File: config.mk
export PLATFORM = sky130hd
export DESIGN_NAME = tpc_top
export DESIGN_NICKNAME = d
export VERILOG_FILES = /design/src/hdl/tpc_pkg.sv /design/src/hdl/tpc_top.sv /design/src/hdl/tpc_sync.sv /design/src/hdl/tpc_delay.sv
export VERILOG_INCLUDE_DIRS = /design/src /design/src/hdl
export SDC_FILE = /design/constraint.sdc
export NUM_CORES = 1
export LEC_CHECK = 0
export CORE_ASPECT_RATIO = 1.4
export CORE_MARGIN = 3
export CORE_UTILIZATION = 26
export CTS_CLUSTER_DIAMETER = 50
export DETAILED_ROUTE_END_ITERATION = 10
export DONT_BUFFER_PORTS = 1
export SLEW_MARGIN = 10
export SYNTH_ARGS = -nofsm -noshare
export SYNTH_HDL_FRONTEND = slang
export SYNTH_SLANG_ARGS = --single-unit
File: constraint.sdc
create_clock -name clk_sys_i -period 1.8 [get_ports clk_sys_i]
set_input_delay 0.27 -clock clk_sys_i [delete_from_list [all_inputs] [get_ports clk_sys_i]]
set_output_delay 0.27 -clock clk_sys_i [all_outputs]
set_load 0.05 [all_outputs]
File: src/hdl/tpc_cfg.svh
`ifndef TPC_CFG_SVH
`define TPC_CFG_SVH

// ---------------------------------------------------------------------------
// Clock and timing
// ---------------------------------------------------------------------------
`define TPC_CLK_HZ          64'd40000000
`define TPC_RF_DELAY_US     64'd2000
`define TPC_BELOW_DEB_US    64'd1000
`define TPC_REINSERT_US     64'd3000
`define TPC_TIMEOUT_S       64'd40
`define TPC_RF_DELAY_CYC    (`TPC_RF_DELAY_US * `TPC_CLK_HZ / 64'd1000000)
`define TPC_BELOW_DEB_CYC   (`TPC_BELOW_DEB_US * `TPC_CLK_HZ / 64'd1000000)
`define TPC_REINSERT_CYC    (`TPC_REINSERT_US * `TPC_CLK_HZ / 64'd1000000)
`define TPC_TIMEOUT_CYC     (`TPC_TIMEOUT_S * `TPC_CLK_HZ)

// ---------------------------------------------------------------------------
// Register offsets (byte addresses)
// ---------------------------------------------------------------------------
`define TPC_ADDR_STATUS     8'h00
`define TPC_ADDR_IRQ_STAT   8'h04
`define TPC_ADDR_IRQ_MASK   8'h08
`define TPC_ADDR_CTRL       8'h0c

// ---------------------------------------------------------------------------
// Field positions
// ---------------------------------------------------------------------------
`define TPC_CTRL_TUNE_BIT   0
`define TPC_IRQ_TUNED_BIT   0
`define TPC_IRQ_TMO_BIT     1
`define TPC_IRQ_REFL_BIT    2
`define TPC_IRQ_REINS_BIT   3
`define TPC_IRQ_W           4

// ---------------------------------------------------------------------------
// Reset values
// ---------------------------------------------------------------------------
`define TPC_RST_MASK        4'h0
`define TPC_RST_FAILURE     1'b1

`endif

File: src/hdl/tpc_pkg.sv
package tpc_pkg;

    typedef struct packed {
        logic tune_request;
        logic rf_detect;
        logic refl_below;
        logic ind_max;
    } tpc_pins_t;

    typedef struct packed {
        logic fault;
        logic ready;
        logic tuning;
    } tpc_lamps_t;

    typedef logic [3:0] tpc_irq_t;

endpackage

File: src/hdl/tpc_top.sv
//
// Contract
// [RL1] Tune request clears match latch, pad in.
// [RL2] RF plus low reflection sets match latch.
// [RL3] Reflection lost after match: delayed pad reinsert.
// [RL4] Fault lamp follows failure latch.
// [RL5] Ready lamp when tuning completed.
// [RL6] Tuning lamp follows tuning latch.
// [RL7] RF-present indication only after a delay.
// [RL8] Tuning without RF forces match latch clear.
// [RL9] Tune pulse holds debounced low-reflection cleared.
// [RL10] Tune request drives both home lines low.
// [RL11] Match found restarts reinsertion delay.
// [RL12] Tuning latch set clears failure latch.
// [RL13] Inductor at maximum forces pad in.
// [RL14] Debounce drops instantly, rebuilds slowly.
// [RL15] Timeout ends tuning and sets failure.
// [RL16] High reflection when idle: fault, pad in.
// [RL17] RF and low reflection end tuning.
// [RL18] Clocked counters, synchronised inputs.
// [RL19] Clearing beats setting on match latch.
//
`timescale 1ns/1ps
`default_nettype none
`include "tpc_cfg.svh"

module tpc_top #(
    parameter logic [31:0] RF_DELAY_CYC  = 32'(`TPC_RF_DELAY_CYC),
    parameter logic [31:0] BELOW_DEB_CYC = 32'(`TPC_BELOW_DEB_CYC),
    parameter logic [31:0] REINSERT_CYC  = 32'(`TPC_REINSERT_CYC),
    parameter logic [31:0] TIMEOUT_CYC   = 32'(`TPC_TIMEOUT_CYC)
) (
    input  wire logic              clk_sys_i,          // 40 MHz clock.
    input  wire logic              reset_n_i,          // Async reset, low.
    input  wire tpc_pkg::tpc_pins_t pins_i,            // Raw pin inputs.
    input  wire logic [7:0]        addr_i,             // Register address.
    input  wire logic [31:0]       wdata_i,            // Write data.
    input  wire logic              we_i,               // Write strobe.
    input  wire logic              re_i,               // Read strobe.
    output logic      [31:0]       rdata_o,            // Read data.
    output logic                   irq_o,              // Level interrupt.
    output var tpc_pkg::tpc_lamps_t lamps_o,           // Lamp drivers.
    output logic                   pad_energize_o,     // Pad relay on.
    output logic                   rf_present_o,       // Delayed RF flag.
    output logic                   match_found_o,      // Debounced low refl.
    output logic                   capacitor_home_req_n_o, // Home, low.
    output logic                   inductor_home_req_n_o   // Home, low.
);

    import tpc_pkg::*;

    // -----------------------------------------------------------------------
    // Input catching
    // -----------------------------------------------------------------------
    tpc_pins_t pin_s;

    tpc_sync #(
        .W (4)
    ) u_sync (
        .clk_sys_i (clk_sys_i),
        .reset_n_i (reset_n_i),
        .async_i   (pins_i),
        .sync_o    (pin_s)   // RL18
    );

    logic sw_tune_q;
    logic sw_tune_d;
    logic tune_req;
    logic tune_req_q;
    logic tune_start;

    // A software tune behaves exactly like a one-cycle pulse on the synchronised pin.
    assign tune_req   = pin_s.tune_request | sw_tune_q;
    assign tune_start = tune_req & ~tune_req_q;

    // -----------------------------------------------------------------------
    // Delays
    // -----------------------------------------------------------------------
    logic tuning_latch_q;
    logic match_latch_q;
    logic rf_present;
    logic below_deb;
    logic reinsert_due;
    logic timeout_due;

    tpc_delay #(
        .W   (32),
        .LEN (RF_DELAY_CYC)
    ) u_rf_delay (
        .clk_sys_i (clk_sys_i),
        .reset_n_i (reset_n_i),
        .run_i     (pin_s.rf_detect),
        .done_o    (rf_present)   // RL7 RL18
    );

    // Counting restarts whenever reflection rises, so brief dips never end
    // a tuning cycle; a tune pulse also holds the count at zero.
    tpc_delay #(
        .W   (32),
        .LEN (BELOW_DEB_CYC)
    ) u_below_deb (
        .clk_sys_i (clk_sys_i),
        .reset_n_i (reset_n_i),
        .run_i     (pin_s.refl_below & ~tune_req), // RL9 RL14
        .done_o    (below_deb)
    );

    // The reinsertion count runs only while the pad is out and no match is
    // seen, so a match restarts it at once.
    tpc_delay #(
        .W   (32),
        .LEN (REINSERT_CYC)
    ) u_reinsert (
        .clk_sys_i (clk_sys_i),
        .reset_n_i (reset_n_i),
        .run_i     (match_latch_q & ~below_deb), // RL3 RL11
        .done_o    (reinsert_due)
    );

    tpc_delay #(
        .W   (32),
        .LEN (TIMEOUT_CYC)
    ) u_timeout (
        .clk_sys_i (clk_sys_i),
        .reset_n_i (reset_n_i),
        .run_i     (tuning_latch_q & ~tune_start),
        .done_o    (timeout_due)   // RL15
    );

    // -----------------------------------------------------------------------
    // Latches
    // -----------------------------------------------------------------------
    logic tuning_latch_d;
    logic match_latch_d;
    logic failure_latch_q;
    logic failure_latch_d;
    logic tuned_end;
    logic refl_fault;
    logic match_set;
    logic match_clr;

    assign tuned_end  = tuning_latch_q & rf_present & below_deb;
    assign refl_fault = ~pin_s.refl_below & ~tuning_latch_q;
    assign match_set  = rf_present & pin_s.refl_below;           // RL2
    assign match_clr  = tune_req                                 // RL1
                      | (tuning_latch_q & ~rf_present)           // RL8
                      | pin_s.ind_max                            // RL13
                      | reinsert_due                             // RL3
                      | refl_fault;                              // RL16

    always_comb begin
        tuning_latch_d = tuning_latch_q;
        if (tune_start) begin
            tuning_latch_d = 1'b1;
        end else if (timeout_due || tuned_end) begin
            tuning_latch_d = 1'b0;   // RL15 RL17
        end

        failure_latch_d = failure_latch_q;
        if (timeout_due || refl_fault) begin
            failure_latch_d = 1'b1;  // RL15 RL16
        end else if (tuning_latch_q || tuned_end) begin
            failure_latch_d = 1'b0;  // RL12
        end

        match_latch_d = match_latch_q;
        if (match_clr) begin
            match_latch_d = 1'b0;    // RL19
        end else if (match_set) begin
            match_latch_d = 1'b1;    // RL2
        end
    end

    always_ff @(posedge clk_sys_i or negedge reset_n_i) begin
        if (!reset_n_i) begin
            tuning_latch_q  <= 1'b0;
            match_latch_q   <= 1'b0;
            failure_latch_q <= `TPC_RST_FAILURE;
            tune_req_q      <= 1'b0;
        end else begin
            tuning_latch_q  <= tuning_latch_d;
            match_latch_q   <= match_latch_d;
            failure_latch_q <= failure_latch_d;
            tune_req_q      <= tune_req;
        end
    end

    // -----------------------------------------------------------------------
    // Registers and interrupts
    // -----------------------------------------------------------------------
    tpc_irq_t    irq_stat_q;
    tpc_irq_t    irq_stat_d;
    tpc_irq_t    irq_mask_q;
    tpc_irq_t    irq_mask_d;
    tpc_irq_t    irq_evt;
    logic [31:0] rdata_d;
    logic [31:0] rdata_q;
    logic        reinsert_q;

    always_comb begin
        irq_evt = '0;
        irq_evt[`TPC_IRQ_TUNED_BIT] = tuned_end;
        irq_evt[`TPC_IRQ_TMO_BIT]   = timeout_due & tuning_latch_q;
        irq_evt[`TPC_IRQ_REFL_BIT]  = refl_fault & ~failure_latch_q;
        irq_evt[`TPC_IRQ_REINS_BIT] = reinsert_due & ~reinsert_q;
    end

    always_comb begin
        irq_stat_d = irq_stat_q;
        irq_mask_d = irq_mask_q;
        sw_tune_d  = 1'b0;
        if (we_i && addr_i == `TPC_ADDR_IRQ_STAT) begin
            irq_stat_d = irq_stat_q & ~wdata_i[3:0];
        end
        // A new event in the clearing cycle survives the clear.
        irq_stat_d = irq_stat_d | irq_evt;
        if (we_i && addr_i == `TPC_ADDR_IRQ_MASK) begin
            irq_mask_d = wdata_i[3:0];
        end
        if (we_i && addr_i == `TPC_ADDR_CTRL) begin
            sw_tune_d = wdata_i[`TPC_CTRL_TUNE_BIT];
        end

        rdata_d = '0;
        if (re_i) begin
            case (addr_i)
                `TPC_ADDR_STATUS: begin
                    rdata_d[0] = tuning_latch_q;
                    rdata_d[1] = failure_latch_q;
                    rdata_d[2] = match_latch_q;
                    rdata_d[3] = rf_present;
                    rdata_d[4] = below_deb;
                    rdata_d[5] = pin_s.ind_max;
                end
                `TPC_ADDR_IRQ_STAT: rdata_d[3:0] = irq_stat_q;
                `TPC_ADDR_IRQ_MASK: rdata_d[3:0] = irq_mask_q;
                default:            rdata_d      = '0;
            endcase
        end
    end

    always_ff @(posedge clk_sys_i or negedge reset_n_i) begin
        if (!reset_n_i) begin
            irq_stat_q <= '0;
            irq_mask_q <= `TPC_RST_MASK;
            sw_tune_q  <= 1'b0;
            rdata_q    <= '0;
            reinsert_q <= 1'b0;
        end else begin
            irq_stat_q <= irq_stat_d;
            irq_mask_q <= irq_mask_d;
            sw_tune_q  <= sw_tune_d;
            rdata_q    <= rdata_d;
            reinsert_q <= reinsert_due;
        end
    end

    // -----------------------------------------------------------------------
    // Output stage
    // -----------------------------------------------------------------------
    tpc_lamps_t lamps_d;
    tpc_lamps_t lamps_q;
    logic       pad_q;
    logic       rfp_q;
    logic       mf_q;
    logic       home_n_q;
    logic       irq_q;

    always_comb begin
        lamps_d.fault  = failure_latch_q;                    // RL4
        lamps_d.ready  = ~tuning_latch_q & ~failure_latch_q; // RL5
        lamps_d.tuning = tuning_latch_q;                     // RL6
    end

    always_ff @(posedge clk_sys_i or negedge reset_n_i) begin
        if (!reset_n_i) begin
            lamps_q  <= '0;
            pad_q    <= 1'b1;
            rfp_q    <= 1'b0;
            mf_q     <= 1'b0;
            home_n_q <= 1'b1;
            irq_q    <= 1'b0;
        end else begin
            lamps_q  <= lamps_d;
            pad_q    <= ~match_latch_q;         // RL1 RL13
            rfp_q    <= rf_present;
            mf_q     <= below_deb;
            home_n_q <= ~tune_req;              // RL10
            irq_q    <= |(irq_stat_q & irq_mask_q);
        end
    end

    assign rdata_o                = rdata_q;
    assign irq_o                  = irq_q;
    assign lamps_o                = lamps_q;
    assign pad_energize_o         = pad_q;
    assign rf_present_o           = rfp_q;
    assign match_found_o          = mf_q;
    assign capacitor_home_req_n_o = home_n_q;
    assign inductor_home_req_n_o  = home_n_q;

endmodule // tpc_top

`default_nettype wire

File: src/hdl/tpc_sync.sv
`timescale 1ns/1ps
`default_nettype none

// Three-stage input catcher; a change is taken once stages two and three agree.
module tpc_sync #(
    parameter int W = 1
) (
    input  wire logic         clk_sys_i,   // System clock.
    input  wire logic         reset_n_i,   // Async reset, active low.
    input  wire logic [W-1:0] async_i,     // Raw pin levels.
    output logic      [W-1:0] sync_o       // Clean levels.
);

    logic [W-1:0] s1_q;
    logic [W-1:0] s2_q;
    logic [W-1:0] s3_q;
    logic [W-1:0] out_d;
    logic [W-1:0] out_q;

    always_comb begin
        for (int i = 0; i < W; i++) begin
            out_d[i] = (s2_q[i] == s3_q[i]) ? s3_q[i] : out_q[i];
        end
    end

    always_ff @(posedge clk_sys_i or negedge reset_n_i) begin
        if (!reset_n_i) begin
            s1_q  <= '0;
            s2_q  <= '0;
            s3_q  <= '0;
            out_q <= '0;
        end else begin
            s1_q  <= async_i;
            s2_q  <= s1_q;
            s3_q  <= s2_q;
            out_q <= out_d;
        end
    end

    assign sync_o = out_q;

endmodule // tpc_sync

`default_nettype wire

File: src/hdl/tpc_delay.sv
`timescale 1ns/1ps
`default_nettype none

// Qualifying delay: the output rises once run_i has held for LEN cycles and
// drops in the same cycle run_i drops, so a release is never delayed.
module tpc_delay #(
    parameter int          W   = 32,
    parameter logic [W-1:0] LEN = '1
) (
    input  wire logic clk_sys_i,   // System clock.
    input  wire logic reset_n_i,   // Async reset, active low.
    input  wire logic run_i,       // Condition being qualified.
    output logic      done_o       // Condition held LEN cycles.
);

    logic [W-1:0] cnt_q;
    logic [W-1:0] cnt_d;

    always_comb begin
        if (!run_i) begin
            cnt_d = '0;
        end else if (cnt_q == LEN) begin
            cnt_d = cnt_q;
        end else begin
            cnt_d = cnt_q + 1'b1;
        end
    end

    always_ff @(posedge clk_sys_i or negedge reset_n_i) begin
        if (!reset_n_i) begin
            cnt_q <= '0;
        end else begin
            cnt_q <= cnt_d;
        end
    end

    assign done_o = run_i && (cnt_q == LEN);

endmodule // tpc_delay

`default_nettype wire

==> results.sh <==
export IMPL_postSynth_asyncResetShare=1.000
export IMPL_power_net_switching_uw=2052
export IMPL_routabilityCongestion=0.7677
export IMPL_crit_reg2reg_launch="u_below_deb.cnt_q[19]$_DFFE_PN0N_"
export IMPL_top_layer="met4"
export IMPL_grt_first_pass_wirelength_um=31460
export IMPL_met2RoutedLength_um=9943
export IMPL_cap_violations=0
export IMPL_ys_seq_area_frac=0.5045
export IMPL_timing_final_crit_share=1.027
export IMPL_clock_tree_htree_level_count=4
export IMPL_final_min_clock_period_ns=1.848
export IMPL_synth_seq_cells=172
export IMPL_first_global_vias=6472
export IMPL_edff_count_synth=0
export IMPL_wl_met1_um=7841
export IMPL_floorplan_initialDensity=0.2670
export IMPL_path_class="flip-flop to flip-flop"
export IMPL_crit_cells=7
export IMPL_buffer_ports_inserted=0
export IMPL_global_route_overflow_total=0
export IMPL_hold_viol_final=172
export IMPL_final_cell_area_mm2=0.01116
export IMPL_critPathMaxFanout=8
export IMPL_reg2regPathDepth=7
export IMPL_die_h_um=220.4
export IMPL_netlist_top_cells_area="sky130_fd_sc_hd__dfrtp_1, sky130_fd_sc_hd__xor2_1, sky130_fd_sc_hd__nor2_1"
export IMPL_max_slew_worst_pin_slew_ns=0.5399
export IMPL_dpl_cell_area_mm2=0.009706
export IMPL_post_detailed_routing_wire_length_um=19040
export IMPL_switching_power_share_of_the_total=0.2405
export IMPL_synth_top_cell_by_area="sky130_fd_sc_hd__dfrtp_1"
export IMPL_report_final_slew_viol_count=0
export IMPL_grt_use_total=0.1085
export IMPL_crit_chain="nor4_4 > nand4_1 > buf_4 > o31ai_4 > buf_6 > clkbuf_16 > nor2_2"
export IMPL_rows=77
export IMPL_internal_power_uw=6482
export IMPL_largest_net_degree_at_the_start_of_global_routing=173
export IMPL_violations="negative hold slack, negative setup slack"
export IMPL_maxSlewHeadroom=0.6403
export IMPL_arrival_ns=2.17
export IMPL_drive_gt1_frac=0.2756
export IMPL_min_delay_path_class="input pin to asynchronous set/reset pin"
export IMPL_hpwl_um=12120
export IMPL_antenna_violating_nets_post_route=0
export IMPL_antenna_found_initial=1
export IMPL_cts_root_buf="sky130_fd_sc_hd__clkbuf_16"
export IMPL_placeableCoreArea_mm2=0.03199
export IMPL_leakage_uw=0.004871
export IMPL_detailroute_via_count=6447
export IMPL_mappedNetlistArea_mm2=0.008539
export IMPL_first_pass_iters=4
export IMPL_cts_inserted_buffers=17
export IMPL_wl_met3_um=691
export IMPL_combPwrFrac=0.068
export IMPL_status="complete, but fails checks"
export IMPL_power_share_sequential=0.476
export IMPL_synth_yosys_warnings=0
export IMPL_num_io_pins=89
export IMPL_max_clock_freq_mhz=541.0
export IMPL_critical_path_top_delay_family="buffers and inverters"
export IMPL_regArea_mm2=0.004314
export IMPL_detail_route_vias_per_cell=4.569
export IMPL_clockBufferDepth=2
export IMPL_drt_drc_violations_left=0
export IMPL_critPathLaunchType="flip-flop"
export IMPL_clk_insertion_delay_late_ns=0.44
export IMPL_vdd_drop_max_v=0.0005641
export IMPL_dieWidth_um=159.2
export IMPL_power_density_mw_per_mm2=764.4
export IMPL_synth_largest_type_area_fraction=0.4952
export IMPL_multi_input_comb_area_mm2=0.004392
export IMPL_fp_dieArea_mm2=0.03508
export IMPL_cts_hold_buffers_added=11
export IMPL_rr_endpoint="u_reinsert.cnt_q[19]$_DFFE_PN0N_"
export IMPL_drt_iter0_markers=337
export IMPL_worst_path_buf_inv=3
export IMPL_layout_setup_ws_ns=-0.04841
export IMPL_finalClockSkew_ns=0.01272
export IMPL_tritoncts="done"
export IMPL_fill_cells=3188
export IMPL_clkSinkCount=172
export IMPL_reg2reg_setup_slack_ns=-0.05
export IMPL_finalNetCount=1019
export IMPL_setup_viol=26
export IMPL_worst_setup_path_end_kind="flip-flop"
export IMPL_area_growth_syn_to_layout_pct=30.74
export IMPL_hold_ws_ns=-0.4680
export IMPL_crit_path_top_delay_cell="sky130_fd_sc_hd__dfrtp_1"
export IMPL_worst_path_largest_cell_delay_ns=0.41
export IMPL_rsz0062_at_grt="true"
export IMPL_required_time_worst_endpoint_ns=2.12
export IMPL_power_total_uw=8534
export IMPL_synth_cells=842
export IMPL_yosys_cell_types_count=59
export IMPL_synthesized_area_per_cell_um2=10.14
export IMPL_wl_per_cell_um=13.49
export IMPL_clk_pin_slew_ns=0.06
export IMPL_clock_power_share=0.456
export IMPL_final_core_util=0.3490
export IMPL_yosys_most_used_dff="sky130_fd_sc_hd__dfrtp_1"
## stage by stage
stage | setup slack [ns] | std cells | hold WS [ns] | TNS [ns]
final | -0.04841 | 1411 | -0.4680 | -0.6513
after global routing | -0.1167 | 1411 | -0.4909 | -3.220
after CTS | -0.006974 | 1399 | -0.4896 | -0.01326
after floorplan | 0.04108 | 867 | -0.02559 | 0
after global placement | -0.1224 | 1355 | -0.02078 | -3.438
after detailed placement | -0.1723 | 1355 | -0.02136 | -5.689
## cell type report
type | instances | area share
diodes | 1 | 0.0002241
clock inverters | 12 | 0.01434
inverters | 30 | 0.01009
well taps | 434 | 0.04864
multi-input cells | 606 | 0.3934
flip-flops and latches | 172 | 0.3864
repair buffers | 136 | 0.1051
clock buffers | 20 | 0.04180
## placed cells by master, fill, tap and decap left out, types with 5 or more instances in the layout
master and count:
sky130_fd_sc_hd__a21boi_0 5, sky130_fd_sc_hd__a21oi_1 7, sky130_fd_sc_hd__a21oi_2 9, sky130_fd_sc_hd__and2_1 25, sky130_fd_sc_hd__and3_1 15, sky130_fd_sc_hd__and4_1 9
sky130_fd_sc_hd__buf_4 114, sky130_fd_sc_hd__clkbuf_16 20, sky130_fd_sc_hd__conb_1 26, sky130_fd_sc_hd__dfrtp_1 164, sky130_fd_sc_hd__dfrtp_2 5, sky130_fd_sc_hd__dlygate4sd3_1 11
sky130_fd_sc_hd__ha_1 6, sky130_fd_sc_hd__inv_1 28, sky130_fd_sc_hd__mux2i_1 9, sky130_fd_sc_hd__nand2_1 45, sky130_fd_sc_hd__nand2b_1 6, sky130_fd_sc_hd__nand3_1 45
sky130_fd_sc_hd__nand4_1 38, sky130_fd_sc_hd__nor2_1 80, sky130_fd_sc_hd__nor2_4 21, sky130_fd_sc_hd__nor3_1 8, sky130_fd_sc_hd__nor3_2 6, sky130_fd_sc_hd__nor4_1 11
sky130_fd_sc_hd__nor4_4 8, sky130_fd_sc_hd__nor4b_2 8, sky130_fd_sc_hd__o21ai_0 20, sky130_fd_sc_hd__or3_1 14, sky130_fd_sc_hd__or4_1 6, sky130_fd_sc_hd__xnor2_1 28
sky130_fd_sc_hd__xor2_1 71
## synth_stat cells, types with 3 or more instances
cell type and n:
sky130_fd_sc_hd__a21boi_0 5, sky130_fd_sc_hd__a21oi_1 17, sky130_fd_sc_hd__and2_1 26, sky130_fd_sc_hd__and3_1 15, sky130_fd_sc_hd__and3_2 3, sky130_fd_sc_hd__and4_1 14, sky130_fd_sc_hd__buf_2 9, sky130_fd_sc_hd__buf_4 30
sky130_fd_sc_hd__clkbuf_1 17, sky130_fd_sc_hd__dfrtp_1 169, sky130_fd_sc_hd__dfstp_2 3, sky130_fd_sc_hd__ha_1 8, sky130_fd_sc_hd__inv_1 30, sky130_fd_sc_hd__maj3_1 4, sky130_fd_sc_hd__mux2_2 4, sky130_fd_sc_hd__mux2i_1 10
sky130_fd_sc_hd__nand2_1 46, sky130_fd_sc_hd__nand2b_1 6, sky130_fd_sc_hd__nand3_1 50, sky130_fd_sc_hd__nand4_1 38, sky130_fd_sc_hd__nand4_2 4, sky130_fd_sc_hd__nand4b_1 4, sky130_fd_sc_hd__nor2_1 103, sky130_fd_sc_hd__nor2b_1 4
sky130_fd_sc_hd__nor3_1 13, sky130_fd_sc_hd__nor4_1 20, sky130_fd_sc_hd__nor4b_1 13, sky130_fd_sc_hd__o21ai_0 20, sky130_fd_sc_hd__o31ai_1 5, sky130_fd_sc_hd__or3_1 15, sky130_fd_sc_hd__or4_1 6, sky130_fd_sc_hd__xnor2_1 28
sky130_fd_sc_hd__xor2_1 72
## cells by family (layout without fill, tap and decap cells)
| logic type | Yosys count | in the layout | share of synthesized area |
|---|---|---|---|
| xor gates and xnor gates | 100 | 100 | 0.1026 |
| and+or+nand+nor | 396 | 396 | 0.2611 |
| AOI/OAI and AO/OA | 58 | 58 | 0.04264 |
| DFF | 172 | 172 | 0.5045 |
| other | 1 | 27 | 0.0004391 |
| buffers and inverters | 89 | 198 | 0.05538 |
| adders and majority gates | 12 | 12 | 0.01641 |
| muxes | 14 | 14 | 0.01700 |
## flip-flops by register name (all words and copies together), names as in the netlist, 3 cells and up
name,cells
u_below_deb.cnt_q,32
u_sync.sync_o,4
irq_stat_q,4
u_sync.s3_q,4
u_rf_delay.cnt_q,32
u_sync.s2_q,4
u_timeout.cnt_q,32
u_reinsert.cnt_q,32
lamps_o,3
u_sync.s1_q,4
irq_mask_q,4
rdata_o,6
## power by group through the flow
stage | clock [uW] | combinational [uW] | sequential [uW]
floorplan | 0 | 423 | 4120
global placement | 0 | 506 | 4140
detailed placement | 0 | 515 | 4140
CTS | 4000 | 545 | 4060
global route | 4150 | 640 | 4070
finish | 3890 | 578 | 4060
## timing repair
item                                    in CTS  in global routing
cloned                                       1                  3
endpoints found under the setup margin      48                 88
hold endpoints to repair                   184                172
pin swaps                                    5                 42
resized for setup                           22                103
setup buffers                                1                  8
## how the worst max path moves through the flow
stage / slack [ns] / to / from
finish: -0.05 / u_reinsert.cnt_q[19]$_DFFE_PN0N_ / u_below_deb.cnt_q[19]$_DFFE_PN0N_
global route: -0.12 / u_reinsert.cnt_q[19]$_DFFE_PN0N_ / u_below_deb.cnt_q[0]$_DFFE_PN0N_
CTS: -0.007 / irq_stat_q[3]$_DFF_PN0_ / u_below_deb.cnt_q[0]$_DFFE_PN0N_
detailed placement: -0.17 / irq_stat_q[3]$_DFF_PN0_ / u_below_deb.cnt_q[0]$_DFFE_PN0N_
global placement: -0.12 / match_latch_q$_DFFE_PN0P_ / u_rf_delay.cnt_q[8]$_DFFE_PN0P_
floorplan: 0.04 / u_reinsert.cnt_q[0]$_DFFE_PN0N_ / u_below_deb.cnt_q[0]$_DFFE_PN0N_
## metal layers
metal  track usage  vias up
li1              -     3119
met1        0.1245     3192
met2        0.1940      106
met3       0.02397       30
met4       0.04934        0
met5             0        -
Power figures use the tool's default switching activity.
